### src/shared/wfd_pkg.sv
// Purpose: constants, types and CRC helper for the wake frame detector
// Assumes: APB word registers, one received byte per rx_valid_i
// Notes:   register offsets are word indexes, byte address bits 7:2
// How it works
// - command bit 3 picks multicast (1) or unicast (0); bits 2:1 reserved
// - a filter with command bit 0 clear never reports a match
// - 8-bit pattern offset, offset 0 is first destination address byte
// - CRC-16 over masked bytes compared with stored value means wake frame
// - sync detect enable suppresses normal reception
// - detection raises irq or power event, chosen by a control bit
// - a valid sync packet sets the sync received flag
// - clearing sync detect enable restores normal reception if pattern wake enable is clear and light sleep is low
// - sync check takes own, broadcast or multicast destination frames
// - after both address fields, search for six FF bytes
// - then node address must repeat sixteen times back to back
// - a broken repetition restarts the search for the FF run
// - the FF run and repetitions may sit anywhere after the addresses
// - light sleep forces both detectors on; full power obeys enables
// - 31-bit byte mask, bit j adds byte offset+j; mask bit 31 reads 0
// - four filters; enabled filter passing address and CRC means wake
// - pattern wake enable suppresses reception; a match sets its flag
package wfd_pkg;
  // ----------------------------------------------------------------
  // register map
  // ----------------------------------------------------------------
  localparam logic [5:0] WFD_IDX_CTRL    = 6'h00;
  localparam logic [5:0] WFD_IDX_NODE_LO = 6'h01;
  localparam logic [5:0] WFD_IDX_NODE_HI = 6'h02;
  localparam logic [5:0] WFD_IDX_TBL     = 6'h04; // 8 table words
  localparam logic [2:0] WFD_TBL_CMD     = 3'h4;
  localparam int         WFD_TBL_WORDS   = 8;
  localparam int WFD_B_WAKE_EN  = 0;
  localparam int WFD_B_SYNC_EN  = 1;
  localparam int WFD_B_NOTIFY   = 2;
  localparam int WFD_B_WAKE_FLG = 4;
  localparam int WFD_B_SYNC_FLG = 5;
  localparam logic [31:0] WFD_MASK_WMASK = 32'h7FFFFFFF;
  localparam logic [31:0] WFD_CMD_WMASK  = 32'h09090909;
  localparam logic [31:0] WFD_RST_WORD   = 32'h00000000;
  // ----------------------------------------------------------------
  // frame and filter figures
  // ----------------------------------------------------------------
  localparam int         WFD_FILTERS   = 4;
  localparam int         WFD_CMD_MCAST = 3;
  localparam int         WFD_CMD_EN    = 0;
  localparam logic [8:0] WFD_ADDR_END  = 9'h00C; // after DA and SA
  localparam logic [8:0] WFD_MASK_LEN  = 9'h01F;
  localparam logic [8:0] WFD_POS_MAX   = 9'h1FF;
  localparam logic [7:0] WFD_FF        = 8'hFF;
  localparam logic [2:0] WFD_RUN_LEN   = 3'h6;
  localparam logic [2:0] WFD_LAST_BYTE = 3'h5;
  localparam logic [3:0] WFD_LAST_REP  = 4'hF;
  localparam logic [15:0] WFD_CRC_POLY = 16'hA001;
  localparam logic [15:0] WFD_CRC_INIT = 16'h0000;

  typedef enum logic [0:0] {
    WFD_SEARCH = 1'b0,
    WFD_REPS   = 1'b1
  } wfd_sync_t;

  // one byte of the reflected CRC-16, lsb first
  function automatic logic [15:0] wfd_crc_byte(
    input logic [15:0] c,
    input logic [7:0]  d
  );
    logic [15:0] x;
    x = c ^ {8'h00, d};
    for (int b = 0; b < 8; b++) begin
      x = x[0] ? ((x >> 1) ^ WFD_CRC_POLY) : (x >> 1);
    end
    return x;
  endfunction
endpackage

### src/shared/wfd_mem_if.sv
// Purpose: carrier between register logic and filter table memory
// Assumes: one write port, one registered read port
// Notes:   words carries the whole table for the matchers
`timescale 1ns/1ps
`default_nettype none
interface wfd_mem_if;
  logic             wr_en;
  logic [2:0]       idx;
  logic [31:0]      wdata;
  logic [31:0]      rdata;
  logic [7:0][31:0] words;
  modport ctrl (output wr_en, idx, wdata, input rdata, words);
  modport mem  (input wr_en, idx, wdata, output rdata, words);
endinterface // wfd_mem_if
`default_nettype wire

### src/rtl/wfd_filter_mem.sv
// Purpose: eight-word filter table with registered read data
// Assumes: writer already cleared reserved bits
// Notes:   every word also leaves on a flop for the matchers
`timescale 1ns/1ps
`default_nettype none
module wfd_filter_mem
  import wfd_pkg::*;
(
  input  wire logic core_clk_i, // 10 MHz clock
  input  wire logic rst_i,      // sync reset, high
  input  wire logic ce_i,       // clock enable
  wfd_mem_if.mem    bus         // table port
);
  typedef struct packed {
    logic [7:0][31:0] words;
    logic [31:0]      rdata;
  } wfd_mem_t;
  wfd_mem_t mem_reg;
  wfd_mem_t mem_next;

  // ----------------------------------------------------------------
  // read data from a flop, holding the old word when the same cycle writes it
  // ----------------------------------------------------------------
  always_comb begin
    mem_next = mem_reg;
    if (bus.wr_en) begin
      mem_next.words[bus.idx] = bus.wdata;
    end
    mem_next.rdata = mem_reg.words[bus.idx];
  end

  always_ff @(posedge core_clk_i) begin
    if (rst_i) begin
      mem_reg <= '0;
    end else if (ce_i) begin
      mem_reg <= mem_next;
    end
  end

  assign bus.rdata = mem_reg.rdata;
  assign bus.words = mem_reg.words;
endmodule // wfd_filter_mem
`default_nettype wire

### src/rtl/wfd_top.sv
// Purpose: pattern filter and sync packet wake detection with APB regs
// Assumes: rx bytes in wire order, frame FCS bytes may follow payload
// Notes:   one wait state on every APB access
`timescale 1ns/1ps
`default_nettype none
module wfd_top
  import wfd_pkg::*;
(
  input  wire logic        core_clk_i,    // 10 MHz clock
  input  wire logic        rst_i,         // sync reset, high
  input  wire logic        ce_i,          // freezes state when low
  input  wire logic        psel_i,        // apb select
  input  wire logic        penable_i,     // apb access phase
  input  wire logic        pwrite_i,      // apb direction
  input  wire logic [7:0]  paddr_i,       // apb byte address
  input  wire logic [31:0] pwdata_i,      // apb write data
  output logic      [31:0] prdata_o,      // apb read data
  output logic             pready_o,      // apb ready
  output logic             pslverr_o,     // unmapped address
  input  wire logic        rx_valid_i,    // rx byte strobe
  input  wire logic [7:0]  rx_data_i,     // rx byte
  input  wire logic        rx_sof_i,      // first byte of frame
  input  wire logic        rx_eof_i,      // last byte of frame
  input  wire logic        light_sleep_i, // light sleep power state
  output logic             rx_pass_o,     // normal reception allowed
  output logic             irq_o,         // host interrupt
  output logic             power_event_o  // power event output
);
  import wfd_pkg::*;

  typedef struct packed {
    logic                  wake_en;
    logic                  sync_en;
    logic                  notify_sel;
    logic                  wake_flag;
    logic                  sync_flag;
    logic [47:0]           node;
    logic [31:0]           prdata;
    logic                  pready;
    logic                  pslverr;
    logic                  rx_pass;
    logic                  irq;
    logic                  power_event_output;
    logic [8:0]            pos;
    logic                  da_node;
    logic                  da_bcast;
    logic                  mcast;
    logic [3:0][15:0]      crc;
    wfd_sync_t             sst;
    logic [2:0]            ff_cnt;
    logic [2:0]            abyte;
    logic [3:0]            reps;
    logic                  found;
  } wfd_state_t;

  wfd_state_t r_reg;
  wfd_state_t r_next;
  wfd_mem_if  tbl ();

  // ----------------------------------------------------------------
  // address decode
  // ----------------------------------------------------------------
  logic [5:0] widx;
  logic [5:0] tbl_off;
  logic       hit_tbl;
  logic       hit;
  logic       acc;
  logic       done;
  assign widx    = paddr_i[7:2];
  // table spans eight words from its base, entry index counts from zero there
  assign tbl_off = widx - WFD_IDX_TBL;
  assign hit_tbl = (widx >= WFD_IDX_TBL) && (widx < WFD_IDX_TBL + 6'(WFD_TBL_WORDS));
  assign hit     = hit_tbl || (widx == WFD_IDX_CTRL)
                   || (widx == WFD_IDX_NODE_LO)
                   || (widx == WFD_IDX_NODE_HI);
  assign acc     = psel_i && penable_i;
  assign done    = acc && r_reg.pready;

  // table writes clear reserved bits on the way in
  assign tbl.idx   = tbl_off[2:0];
  assign tbl.wr_en = ce_i && done && pwrite_i && hit_tbl;
  assign tbl.wdata = pwdata_i & ((tbl_off[2:0] < WFD_TBL_CMD) ? WFD_MASK_WMASK
                     : (tbl_off[2:0] == WFD_TBL_CMD) ? WFD_CMD_WMASK
                     : 32'hFFFFFFFF);

  wfd_filter_mem u_mem (
    .core_clk_i (core_clk_i),
    .rst_i      (rst_i),
    .ce_i       (ce_i),
    .bus        (tbl)
  );

  // ----------------------------------------------------------------
  // frame base values, cleared on the first byte
  // ----------------------------------------------------------------
  logic [8:0]       pos_b;
  logic [3:0][15:0] crc_b;
  logic [3:0][15:0] crc_u;
  logic [3:0]       fmatch;
  logic             sync_act;
  logic             pat_act;
  assign pos_b    = rx_sof_i ? 9'h000 : r_reg.pos;
  assign sync_act = r_reg.sync_en || light_sleep_i;
  assign pat_act  = r_reg.wake_en || light_sleep_i;

  // one matcher per filter
  for (genvar i = 0; i < WFD_FILTERS; i++) begin : g_flt
    logic [30:0] mask;
    logic [7:0]  off;
    logic [3:0]  cmd;
    logic [15:0] expc;
    logic [8:0]  rel;
    logic        take;
    assign mask  = tbl.words[i][30:0];
    assign off   = tbl.words[WFD_TBL_CMD + 1][8*i +: 8];
    assign cmd   = tbl.words[WFD_TBL_CMD][8*i +: 4];
    assign expc  = tbl.words[WFD_TBL_CMD + 2 + i/2][16*(i%2) +: 16];
    assign rel   = pos_b - {1'b0, off};
    assign take  = (pos_b >= {1'b0, off}) && (rel < WFD_MASK_LEN)
                   && mask[rel[4:0]];
    assign crc_b[i] = rx_sof_i ? WFD_CRC_INIT : r_reg.crc[i];
    assign crc_u[i] = take ? wfd_crc_byte(crc_b[i], rx_data_i)
                           : crc_b[i];
    // enable then address type then CRC compare
    assign fmatch[i] = cmd[WFD_CMD_EN]
                       && (cmd[WFD_CMD_MCAST] == r_reg.mcast)
                       && (r_reg.mcast || r_reg.da_node)
                       && (crc_u[i] == expc);
  end

  // node address byte in wire order
  function automatic logic [7:0] node_byte(
    input logic [47:0] a,
    input logic [2:0]  k
  );
    case (k)
      3'h0: node_byte = a[7:0];
      3'h1: node_byte = a[15:8];
      3'h2: node_byte = a[23:16];
      3'h3: node_byte = a[31:24];
      3'h4: node_byte = a[39:32];
      3'h5: node_byte = a[47:40];
      default: node_byte = 8'h00;
    endcase
  endfunction

  // read mux, table data already registered in the memory
  logic [31:0] rd_mux;
  always_comb begin
    rd_mux = 32'h00000000;
    if (hit_tbl) begin
      rd_mux = tbl.rdata;
    end else if (widx == WFD_IDX_CTRL) begin
      rd_mux[WFD_B_WAKE_EN]  = r_reg.wake_en;
      rd_mux[WFD_B_SYNC_EN]  = r_reg.sync_en;
      rd_mux[WFD_B_NOTIFY]   = r_reg.notify_sel;
      rd_mux[WFD_B_WAKE_FLG] = r_reg.wake_flag;
      rd_mux[WFD_B_SYNC_FLG] = r_reg.sync_flag;
    end else if (widx == WFD_IDX_NODE_LO) begin
      rd_mux = r_reg.node[31:0];
    end else if (widx == WFD_IDX_NODE_HI) begin
      rd_mux = {16'h0000, r_reg.node[47:32]};
    end
  end

  // ----------------------------------------------------------------
  // next state
  // ----------------------------------------------------------------
  logic sync_hit;
  logic pat_hit;
  logic wr_ctrl;
  always_comb begin
    r_next   = r_reg;
    sync_hit = 1'b0;
    pat_hit  = 1'b0;
    wr_ctrl  = done && pwrite_i && (widx == WFD_IDX_CTRL);
    // apb: answer one cycle into the access phase
    r_next.pready  = acc && !r_reg.pready;
    r_next.pslverr = acc && !r_reg.pready && !hit;
    if (acc && !r_reg.pready) begin
      r_next.prdata = hit ? rd_mux : 32'h00000000;
    end
    if (wr_ctrl) begin
      r_next.wake_en    = pwdata_i[WFD_B_WAKE_EN];
      r_next.sync_en    = pwdata_i[WFD_B_SYNC_EN];
      r_next.notify_sel = pwdata_i[WFD_B_NOTIFY];
      // flags are write one to clear
      r_next.wake_flag  = r_reg.wake_flag && !pwdata_i[WFD_B_WAKE_FLG];
      r_next.sync_flag  = r_reg.sync_flag && !pwdata_i[WFD_B_SYNC_FLG];
    end
    if (done && pwrite_i && (widx == WFD_IDX_NODE_LO)) begin
      r_next.node[31:0] = pwdata_i;
    end
    if (done && pwrite_i && (widx == WFD_IDX_NODE_HI)) begin
      r_next.node[47:32] = pwdata_i[15:0];
    end
    // receive byte
    if (rx_valid_i) begin
      if (rx_sof_i) begin
        r_next.da_node  = 1'b1;
        r_next.da_bcast = 1'b1;
        r_next.sst      = WFD_SEARCH;
        r_next.ff_cnt   = 3'h0;
        r_next.found    = 1'b0;
      end
      r_next.pos = (pos_b == WFD_POS_MAX) ? pos_b : pos_b + 9'h001;
      r_next.crc = crc_u;
      // destination address classes
      if (pos_b < 9'h006) begin
        if (rx_data_i != node_byte(r_reg.node, pos_b[2:0])) begin
          r_next.da_node = 1'b0;
        end
        if (rx_data_i != WFD_FF) begin
          r_next.da_bcast = 1'b0;
        end
      end
      if (pos_b == 9'h000) begin
        r_next.mcast = rx_data_i[0];
      end
      // sync run then sixteen repetitions, anywhere past the addresses
      if ((pos_b >= WFD_ADDR_END) && !r_next.found) begin
        case (r_next.sst)
          WFD_SEARCH: begin
            if (rx_data_i == WFD_FF) begin
              r_next.ff_cnt = (r_next.ff_cnt == WFD_RUN_LEN) ? WFD_RUN_LEN
                              : r_next.ff_cnt + 3'h1;
            end else if ((r_next.ff_cnt == WFD_RUN_LEN)
                         && (rx_data_i == node_byte(r_reg.node, 3'h0))) begin
              r_next.sst   = WFD_REPS;
              r_next.abyte = 3'h1;
              r_next.reps  = 4'h0;
            end else begin
              r_next.ff_cnt = 3'h0;
            end
          end
          WFD_REPS: begin
            if (rx_data_i == node_byte(r_reg.node, r_reg.abyte)) begin
              if (r_reg.abyte == WFD_LAST_BYTE) begin
                r_next.abyte = 3'h0;
                r_next.reps  = r_reg.reps + 4'h1;
                if (r_reg.reps == WFD_LAST_REP) begin
                  r_next.found = 1'b1;
                  r_next.sst   = WFD_SEARCH;
                end
              end else begin
                r_next.abyte = r_reg.abyte + 3'h1;
              end
            end else begin
              // broken run, this byte may start a new FF run
              r_next.sst    = WFD_SEARCH;
              r_next.ff_cnt = (rx_data_i == WFD_FF) ? 3'h1 : 3'h0;
            end
          end
          default: r_next.sst = WFD_SEARCH;
        endcase
      end
      if (rx_eof_i) begin
        sync_hit = sync_act && r_next.found
                   && (r_reg.da_node || r_reg.da_bcast || r_reg.mcast);
        pat_hit  = pat_act && (|fmatch);
      end
    end
    // set wins over a clear in the same cycle
    if (sync_hit) begin
      r_next.sync_flag = 1'b1;
    end
    if (pat_hit) begin
      r_next.wake_flag = 1'b1;
    end
    r_next.rx_pass = !(r_next.wake_en || r_next.sync_en
                       || light_sleep_i);
    r_next.irq = !r_next.notify_sel
                 && (r_next.wake_flag || r_next.sync_flag);
    r_next.power_event_output = r_next.notify_sel
                 && (r_next.wake_flag || r_next.sync_flag);
  end

  // ----------------------------------------------------------------
  // state register
  // ----------------------------------------------------------------
  always_ff @(posedge core_clk_i) begin
    if (rst_i) begin
      r_reg         <= '0;
      r_reg.rx_pass <= 1'b1;
      r_reg.sst     <= WFD_SEARCH;
    end else if (ce_i) begin
      r_reg <= r_next;
    end
  end

  assign prdata_o      = r_reg.prdata;
  assign pready_o      = r_reg.pready;
  assign pslverr_o     = r_reg.pslverr;
  assign rx_pass_o     = r_reg.rx_pass;
  assign irq_o         = r_reg.irq;
  assign power_event_o = r_reg.power_event_output;
endmodule // wfd_top
`default_nettype wire

### config.mk
export PLATFORM = sky130hd
export DESIGN_NAME = wfd_top
export DESIGN_NICKNAME = d
export VERILOG_FILES = /design/src/shared/wfd_pkg.sv /design/src/shared/wfd_mem_if.sv /design/src/rtl/wfd_filter_mem.sv /design/src/rtl/wfd_top.sv
export SDC_FILE = /design/constraint.sdc
export NUM_CORES = 1
export LEC_CHECK = 0
export BUFFER_PORTS_ARGS = -buffer_cell sky130_fd_sc_hd__clkbuf_2
export CAP_MARGIN = 20
export CORE_MARGIN = 2
export CORE_UTILIZATION = 44
export CTS_CLUSTER_DIAMETER = 30
export DETAILED_ROUTE_END_ITERATION = 10
export GPL_TIMING_DRIVEN = 0
export PLACE_DENSITY = 0.66
export SLEW_MARGIN = 20
export SYNTH_ARGS = -nofsm -noshare
export SYNTH_HDL_FRONTEND = slang
export SYNTH_SLANG_ARGS = --single-unit
### constraint.sdc
create_clock -name core_clk_i -period 7.4 [get_ports core_clk_i]
set_input_delay 2.22 -clock core_clk_i [delete_from_list [all_inputs] [get_ports core_clk_i]]
set_output_delay 2.22 -clock core_clk_i [all_outputs]
set_load 0.01 [all_outputs]
==> summary.md, run 1 <==
| Metric | Value |
|---|---|
| Flop-to-flop setup slack | around 1.8 ns |
| Crit Path Class | input pin to flip-flop |
| Routability cong. | a little over 1 |
| Cell variety after synth | approximately 110 |
| Sequential area share after synthesis | 34.4% |
| Final hold vios | 0 |
| DRT iter0 DRCs | between 3000 and 4000 |
| Port Buffers | slightly below 80 |
| Die W | approximately 250 um |
| Worst Tran Pin Value | between 1 and 1.5 ns |
| Min cycle time layout | 7.39 ns |
| Design Power | 7960 uW |
| Hold Buf Count CTS | 0 |
| Most area-consuming cells after synthesis | dfxtp_1 34%, mux4_2 7.9%, nor2_1 7.5% |
| Worst R2R Start | r_reg[80] |
| Routed vias | 27300 |
| Psw | about 2000 uW |
| IR Drop Worst-Case VDD | between 150 and 200 uV |
| Yosys reg bits | about 470 |
| CTS clk-pin slew, worst paths | ~0.05 ns |
| Clock root cell | clkbuf_16 |
| Pwr Density | ~250 nW/um^2 |
| WP data required | 7.95 ns |
| Clock sinks | ~470 |
| Final WL | around 110 mm |
| Core ar. | just over 60000 um^2 |
| DRC violations left | 0 |
| Vias in the first global route | 25000 |
| Hold Path End | u_mem.bus.words[153] |
| Critical path fanouts, max | 19 |
| Row Count | 91 |
| Hold Crit Class | flip-flop to flip-flop |
| Routed Antenna Nets | 0 |
| Fin crit share | 99.9% |
| Met1 wire length | roughly 45 mm |
| Cell Int Power | a little under 6000 uW |
| Logic pwr share | 8.1% |
| # IOs | 95 |
| Worst Skew | 0.0647 ns |
| Post-Syn Area | 27100 um^2 |
| Commonest cells post-synth | 542 x nor2_1, 466 x dfxtp_1, 452 x nand2_1 |
| Worst Hold Path Cells | 1 |
| Max-slew violation count | 0 |
| Synth Warn # | 0 |
| Initial antenna violation count | 4 |
| Largest net degree at the start of global routing | 20 |
| # setup viols final | 0 |
| Final Instance Count excl. Fillers | 4351 |
| Placed cells | 4170 |
| Max FFs per register | around 260 |
| Highest metal used | met5 |
| Met3 wire len | between 10 and 15 mm |
| Setup crit end kind | flip-flop |
| Area Overhead vs Synth | 19.4% |
| Share of the synthesized area in the top cell type | approximately a third |
| Pleak | roughly 0.012 uW |
| Top-count cell post-synth | nor2_1 |
| Initial Utilization | between 40 and 50% |
| GRT Util Overall | 35.2% |
| Ys async rst share | 0% |
| Vias/cell | 6.27 |
| DR pass1 iterations | 7 |
| Antenna cells | 0 |
| Global route overflow | 0 |
| Crit start category | input pin |
| Syn_nets | around 3400 |
| CTS tree | built |
| Status | complete, no violations |
| Post-synthesis cell count | between 3000 and 4000 |
| First-pass GRT wire length | approximately 170 mm |
| Max_cap viols | 0 |
| Die Height | 252 um |
| CTS Buf Count | 95 |
| Relative slew slack | 23.2% |
| RR Endpoint | r_reg[174] |
| Crit path DAT | ~7.9 ns |
| Clock share of power | about 60% |
| Switch share | approximately 26% |
| Primary FF master, synth | dfxtp_1 |
| Die Area | approximately 64000 um^2 |
| Longest Clk Path Bufs | 3 |
| Hold path startpoint | u_mem.bus.words[153] |
| Fill cells | between 5000 and 6000 |
| Sequential share of power | between 30 and 40% |
| DR WL/cell | around 26 um |
| Met2 WL | 48.0 mm |
| Number of synthesized flops with an enable pin | 0 |
| Layout cells sized above 1 | roughly 14% |
| Worst r2r path cells | 16 |
| Nets | around 3600 |
| Post-DP HPWL | around 86 mm |
| Max frequency | approximately 0.14 GHz |
| CTS H-tree depth | 3 |
| Worst skew pair latency | between 0.6 and 0.7 ns |
| Mean post-synth cell area | 8.22 um^2 |
| Area leader, netlist | dfxtp_1 |
## per-stage QoR
| stage | setup WS [ns] | setup TNS [ns] | hold slack, ns | utilization (%) | instance area [um^2] |
|---|---|---|---|---|---|
| finish | 0.0100 | 0 | 0.455 | 52.8 | 32400 |
| global route | -0.00993 | -0.0173 | 0.463 | 52.8 | 32400 |
| CTS | 0.0596 | 0 | 0.454 | 52.7 | 32400 |
| detailed placement | -2.93 | -142.15 | 0.442 | 46.6 | 28600 |
| global placement | -2.86 | -141.22 | 0.437 | 46.5 | 28500 |
| floorplan | 0.233 | 0 | 0.425 | - | 27100 |
## cell families after synthesis
| logic type | count (synthesis) | synth area share [%] |
|---|---|---|
| AO/OA/AOI/OAI | 753 | 18.1 |
| XOR/XNOR | 194 | 7.14 |
| adder cells (fa/ha/maj) | 44 | 2.14 |
| buffers and inverters | 360 | 5.72 |
| flip-flops | 466 | 34.4 |
| multiplexers | 199 | 11.8 |
| AND/OR/NAND/NOR | 1286 | 20.7 |
## power groups by stage
stage | combinational [uW] | clock, uW | sequential (uW)
detailed placement | 613 | 0 | 2600
global placement | 614 | 0 | 2600
finish | 641 | 4760 | 2550
CTS | 620 | 4770 | 2550
floorplan | 382 | 0 | 2590
global route | 665 | 4910 | 2550
## final cells by class
| class | instances | area [um^2] | area share [%] |
|---|---|---|---|
| sequential | 466 | 9330 | 28.8 |
| clock buffer | 118 | 2600 | 8.03 |
| buffer | 269 | 1240 | 3.83 |
| clock inverter | 60 | 1010 | 3.12 |
| timing repair buffer | 87 | 477 | 1.47 |
| inverter | 85 | 322 | 0.992 |
| multi-input combinational | 2476 | 16400 | 50.7 |
| tap | 790 | 988 | 3.05 |
## cells in the final DEF (no fill, tap or decap), drive strengths merged, types with 12 or more instances in the layout
cell	Yosys	routed
mux4	95	95
a211oi	56	56
bufinv	0	19
a222oi	31	31
ha	40	40
clkinv	0	25
o21ai	67	67
nand2b	16	16
nor2b	43	43
xor2	61	61
a22oi	73	73
nor2	542	542
buf	77	85
and3	12	12
clkbuf	198	389
mux2i	88	88
and2	35	35
nand3	34	34
inv	85	92
nand2	452	452
a21oi	346	346
nand4	17	17
o211ai	12	12
a31oi	19	19
dfxtp	466	466
mux2	16	16
nor3	47	47
or3	13	13
nand3b	12	12
xnor2	120	120
nor4	15	15
a221oi	26	26
## metal layers
layer | global-route usage (%) | vias to the layer above
li1 | - | 12000
met1 | 46.2 | 13100
met2 | 52.3 | 1811
met3 | 8.87 | 406
met4 | 20.5 | 8
met5 | 0 | -
## worst max-delay path by stage
stage	from	end	slack, ns	depth (start not counted)
after global routing	rx_sof_i	power_event_o	-0.01	25
final	rx_sof_i	r_reg[174]	0.01	20
after floorplan	rx_sof_i	power_event_o	0.23	23
after detailed placement	rx_sof_i	irq_o	-2.93	21
after CTS	rx_sof_i	power_event_o	0.06	27
after global placement	rx_sof_i	irq_o	-2.86	21
## critical path: stages
cell and delay, ns:
clkbuf_2 0.13, clkbuf_4 0.29, clkbuf_8 0.27, clkbuf_8 0.24
nor2b_1 0.14, clkbuf_4 0.20, inv_2 0.08, ha_1 0.27
fa_1 0.95, mux4_2 0.44, mux2i_1 0.43, o21ai_0 0.19
o21ai_0 0.57, or2_1 0.21, buf_6 0.13, mux2_1 0.32
o22ai_1 0.22, nor4b_4 0.13, nor3_1 0.40, o21ai_1 0.09
## what timing repair did
item,4_1_cts,5_1_grt
buffers inserted,8,1
endpoints found under the setup margin,76,37
gates resized for setup,27,10
pin swaps,6,4
(Power assumes the default switching activity.)
==> inputs of run 2 (changes only) <==
Settings changed: CORE_UTILIZATION 44 to 35, PLACE_DENSITY 0.66 to 0.52.
==> run 2 against run 1 <==
  * Worst hold slack worse by 0.0063 ns
  * Routed wire length increased by 6.5%
  * Non-clock buffer count grew 4
  * Die area is 25% higher
  * Highest routed layer is now met4
  * Largest power group unchanged
==> summary.md, run 2 (synthesis results as in run 1) <==
| Metric | Value |
|---|---|
| Routed vias | 26900 (-1.3%) |
| CTS H-tree depth | 3 (unchanged) |
| Psw | 2090 uW (+3.1%) |
| Crit path launch | rx_sof_i |
| Most common cell after layout, fill and taps aside | nor2_1 |
| Max-slew violation count | 0 (unchanged) |
| Pleak | 0.0122 uW (+1.2%) |
| Area Overhead vs Synth | 21.7% |
| DR WL/cell | 26.2 um (about the same) |
| Fin crit share | 99.7% (-0.18 points) |
| Grt met1 use | 39.9% (-6.3 points) |
| Longest Clk Path Bufs | 3 (unchanged) |
| Final hold vios | 0 (unchanged) |
| Unrepaired setup endpoints after global routing | yes |
| Final WL | 121 mm (+6.5%) |
| # IOs | 95 (unchanged) |
| Worst skew pair latency | 0.68 ns (about the same) |
| Global route overflow | 0 (unchanged) |
| Fill cells | 7820 (+38%) |
| CTS tree | built |
| Clock share of power | 60.7% (+0.8 points) |
| Worst Skew | 0.0463 ns (-0.0183 ns) |
| Sequential share of power | 31.3% (-0.8 points) |
| Met3 Resource Use GR | 6.14% (-2.7 points) |
| Antenna cells | 0 (unchanged) |
| DRC violations left | 0 (unchanged) |
| Layout cells sized above 1 | 14.3% (+0.53 points) |
| GRT busiest layer | met2 |
| Crit start category | input pin |
| # setup viols final | 0 (unchanged) |
| Die W | 283 um (+12%) |
| Relative slew slack | 18.8% (-4.4 points) |
| Die Area | 79800 um^2 (+25%) |
| Setup crit end kind | flip-flop |
| Vias in the first global route | 24400 (-2.2%) |
| GRT Util Overall | 29.6% (-5.5 points) |
| Post-DP HPWL | 92.8 mm (+7.5%) |
| Core ar. | 77100 um^2 (+26%) |
| Worst R2R Start | r_reg[81] |
| Die Height | 283 um (+12%) |
| Port Buffers | 77 (unchanged) |
| Routability cong. | 0.967 (-5.1%) |
| Initial Utilization | 35.2% (-9.0 points) |
| Min cycle time layout | 7.38 ns (-0.0134 ns) |
| Nets | 3600 (+0.50%) |
| Status | complete, no violations |
| Max frequency | 0.136 GHz (+0.18%) |
| Switch share | 25.6% (+0.12 points) |
| Largest net degree at the start of global routing | 20 (unchanged) |
| Critical path fanouts, max | 10 (-9) |
| Max FFs per register | 256 (unchanged) |
| CTS clk-pin slew, worst paths | 0.05 ns (about the same) |
| Min Hold Slack | 0.449 ns (-0.00626 ns) |
| Post-layout util | 42.8% (-10 points) |
| Routed Antenna Nets | 0 (unchanged) |
| Hold path startpoint | r_reg[11] |
| Global-route met2 utilization | 45.8% (-6.5 points) |
| Crit Path Class | input pin to flip-flop |
| Crit path DAT | 7.94 ns (about the same) |
| DRT iter0 DRCs | 3632 (-2.9%) |
| DR pass1 iterations | 8 (+1) |
| WP data required | 7.96 ns (about the same) |
| Vias/cell | 5.81 (-7.3%) |
| Clock sinks | 466 (unchanged) |
| Flop-to-flop setup slack | 1.60 ns (-0.20 ns) |
| First-pass GRT wire length | 172 mm (+3.8%) |
| Cell Int Power | 6070 uW (+2.5%) |
| Most frequent cells in the layout | 542 x nor2_1, 466 x dfxtp_1, 452 x nand2_1 |
| Logic pwr share | 8.0% (about the same) |
| Initial antenna violation count | 1 (-3) |
| IR Drop Worst-Case VDD | 189 uV (+4.9%) |
| Max_cap viols | 0 (unchanged) |
| Worst Tran Pin Value | 1.22 ns (+0.0661 ns) |
| Pwr Density | 247 nW/um^2 (+0.69%) |
| Hold Crit Class | flip-flop to flip-flop |
| Clock root cell | clkbuf_16 |
| CTS Buf Count | 109 (+15%) |
| Row Count | 102 (+12%) |
-- run 2: changes by cell type in the layout (fill, tap and decap cells not counted), moves of 3 or more --
cell / change
clkbuf_16: +14
buf_4: +6
mux2i_2: +3
clkinv_16: -4
clkbuf_1: +9
clkbuf_8: +7
clkinv_4: +4
bufinv_16: -7
-- run 2: metrics by stage --
stage,TNS [ns],power [uW],area (um^2),worst slack [ns],instances
6_report,0,8160,33000,0.0234,4631
5_1_grt,-0.138,8350,33000,-0.0630,4631
4_1_cts,0,8160,32900,0.00608,4628
3_5_place_dp,-147.10,3230,28900,-2.93,4420
3_3_place_gp,-147.64,3230,28800,-2.93,4419
2_1_floorplan,0,2980,27100,0.233,3302
-- run 2: area by class of cell --
cell class | count | area [um^2] | area share (%)
inverters | 85 | 325 | 0.985
multi-input cells | 2476 | 16500 | 49.9
repair buffers | 91 | 507 | 1.53
clock buffers | 149 | 3090 | 9.35
clock inverters | 55 | 737 | 2.23
flip-flops and latches | 466 | 9330 | 28.2
plain buffers | 269 | 1260 | 3.83
well taps | 1040 | 1300 | 3.94
-- run 2: repair_timing --
item | 4_1_cts | 5_1_grt
pin swaps | 7 | 5
hold buffers | 0 | 0
resized for setup | 30 | 21
setup buffers | 8 | 4
setup endpoints to repair | 77 | 31
-- run 2: path summary, 6_finish.rpt --
path              cells past startpoint            end
hold reg to reg                       2      r_reg[11]
hold / removal                        2      r_reg[11]
setup reg to reg                     21  power_event_o
setup / recovery                     21  power_event_o
-- run 2: power by group through the flow --
stage	Combinational, uW	Clock [uW]	Sequential [uW]
global placement	630	0	2600
global route	682	5110	2550
detailed placement	630	0	2600
CTS	636	4970	2550
finish	657	4950	2550
floorplan	382	0	2590
-- run 2: critical path: stages --
cell        delay (ns)
clkbuf_2          0.14
buf_4             0.20
buf_6             0.18
clkbuf_8          0.21
clkbuf_8          0.22
nor2b_1           0.13
buf_4             0.17
clkinvlp_4        0.19
ha_1              0.33
fa_2              0.84
mux4_2            0.40
mux2i_1           0.43
o21ai_0           0.22
o21ai_1           0.44
or2_1             0.19
buf_6             0.14
mux2_1            0.33
o22ai_1           0.27
nor4b_4           0.14
nor4_4            0.38
o31ai_2           0.09
-- run 2: layer usage --
| layer | up-vias | wire length [um] |
|---|---|---|
| li1 | 12100 | - |
| met1 | 13000 | 51300 |
| met2 | 1529 | 52900 |
| met3 | 313 | 11100 |
| met4 | 0 | 6070 |
| met5 | - | 0 |
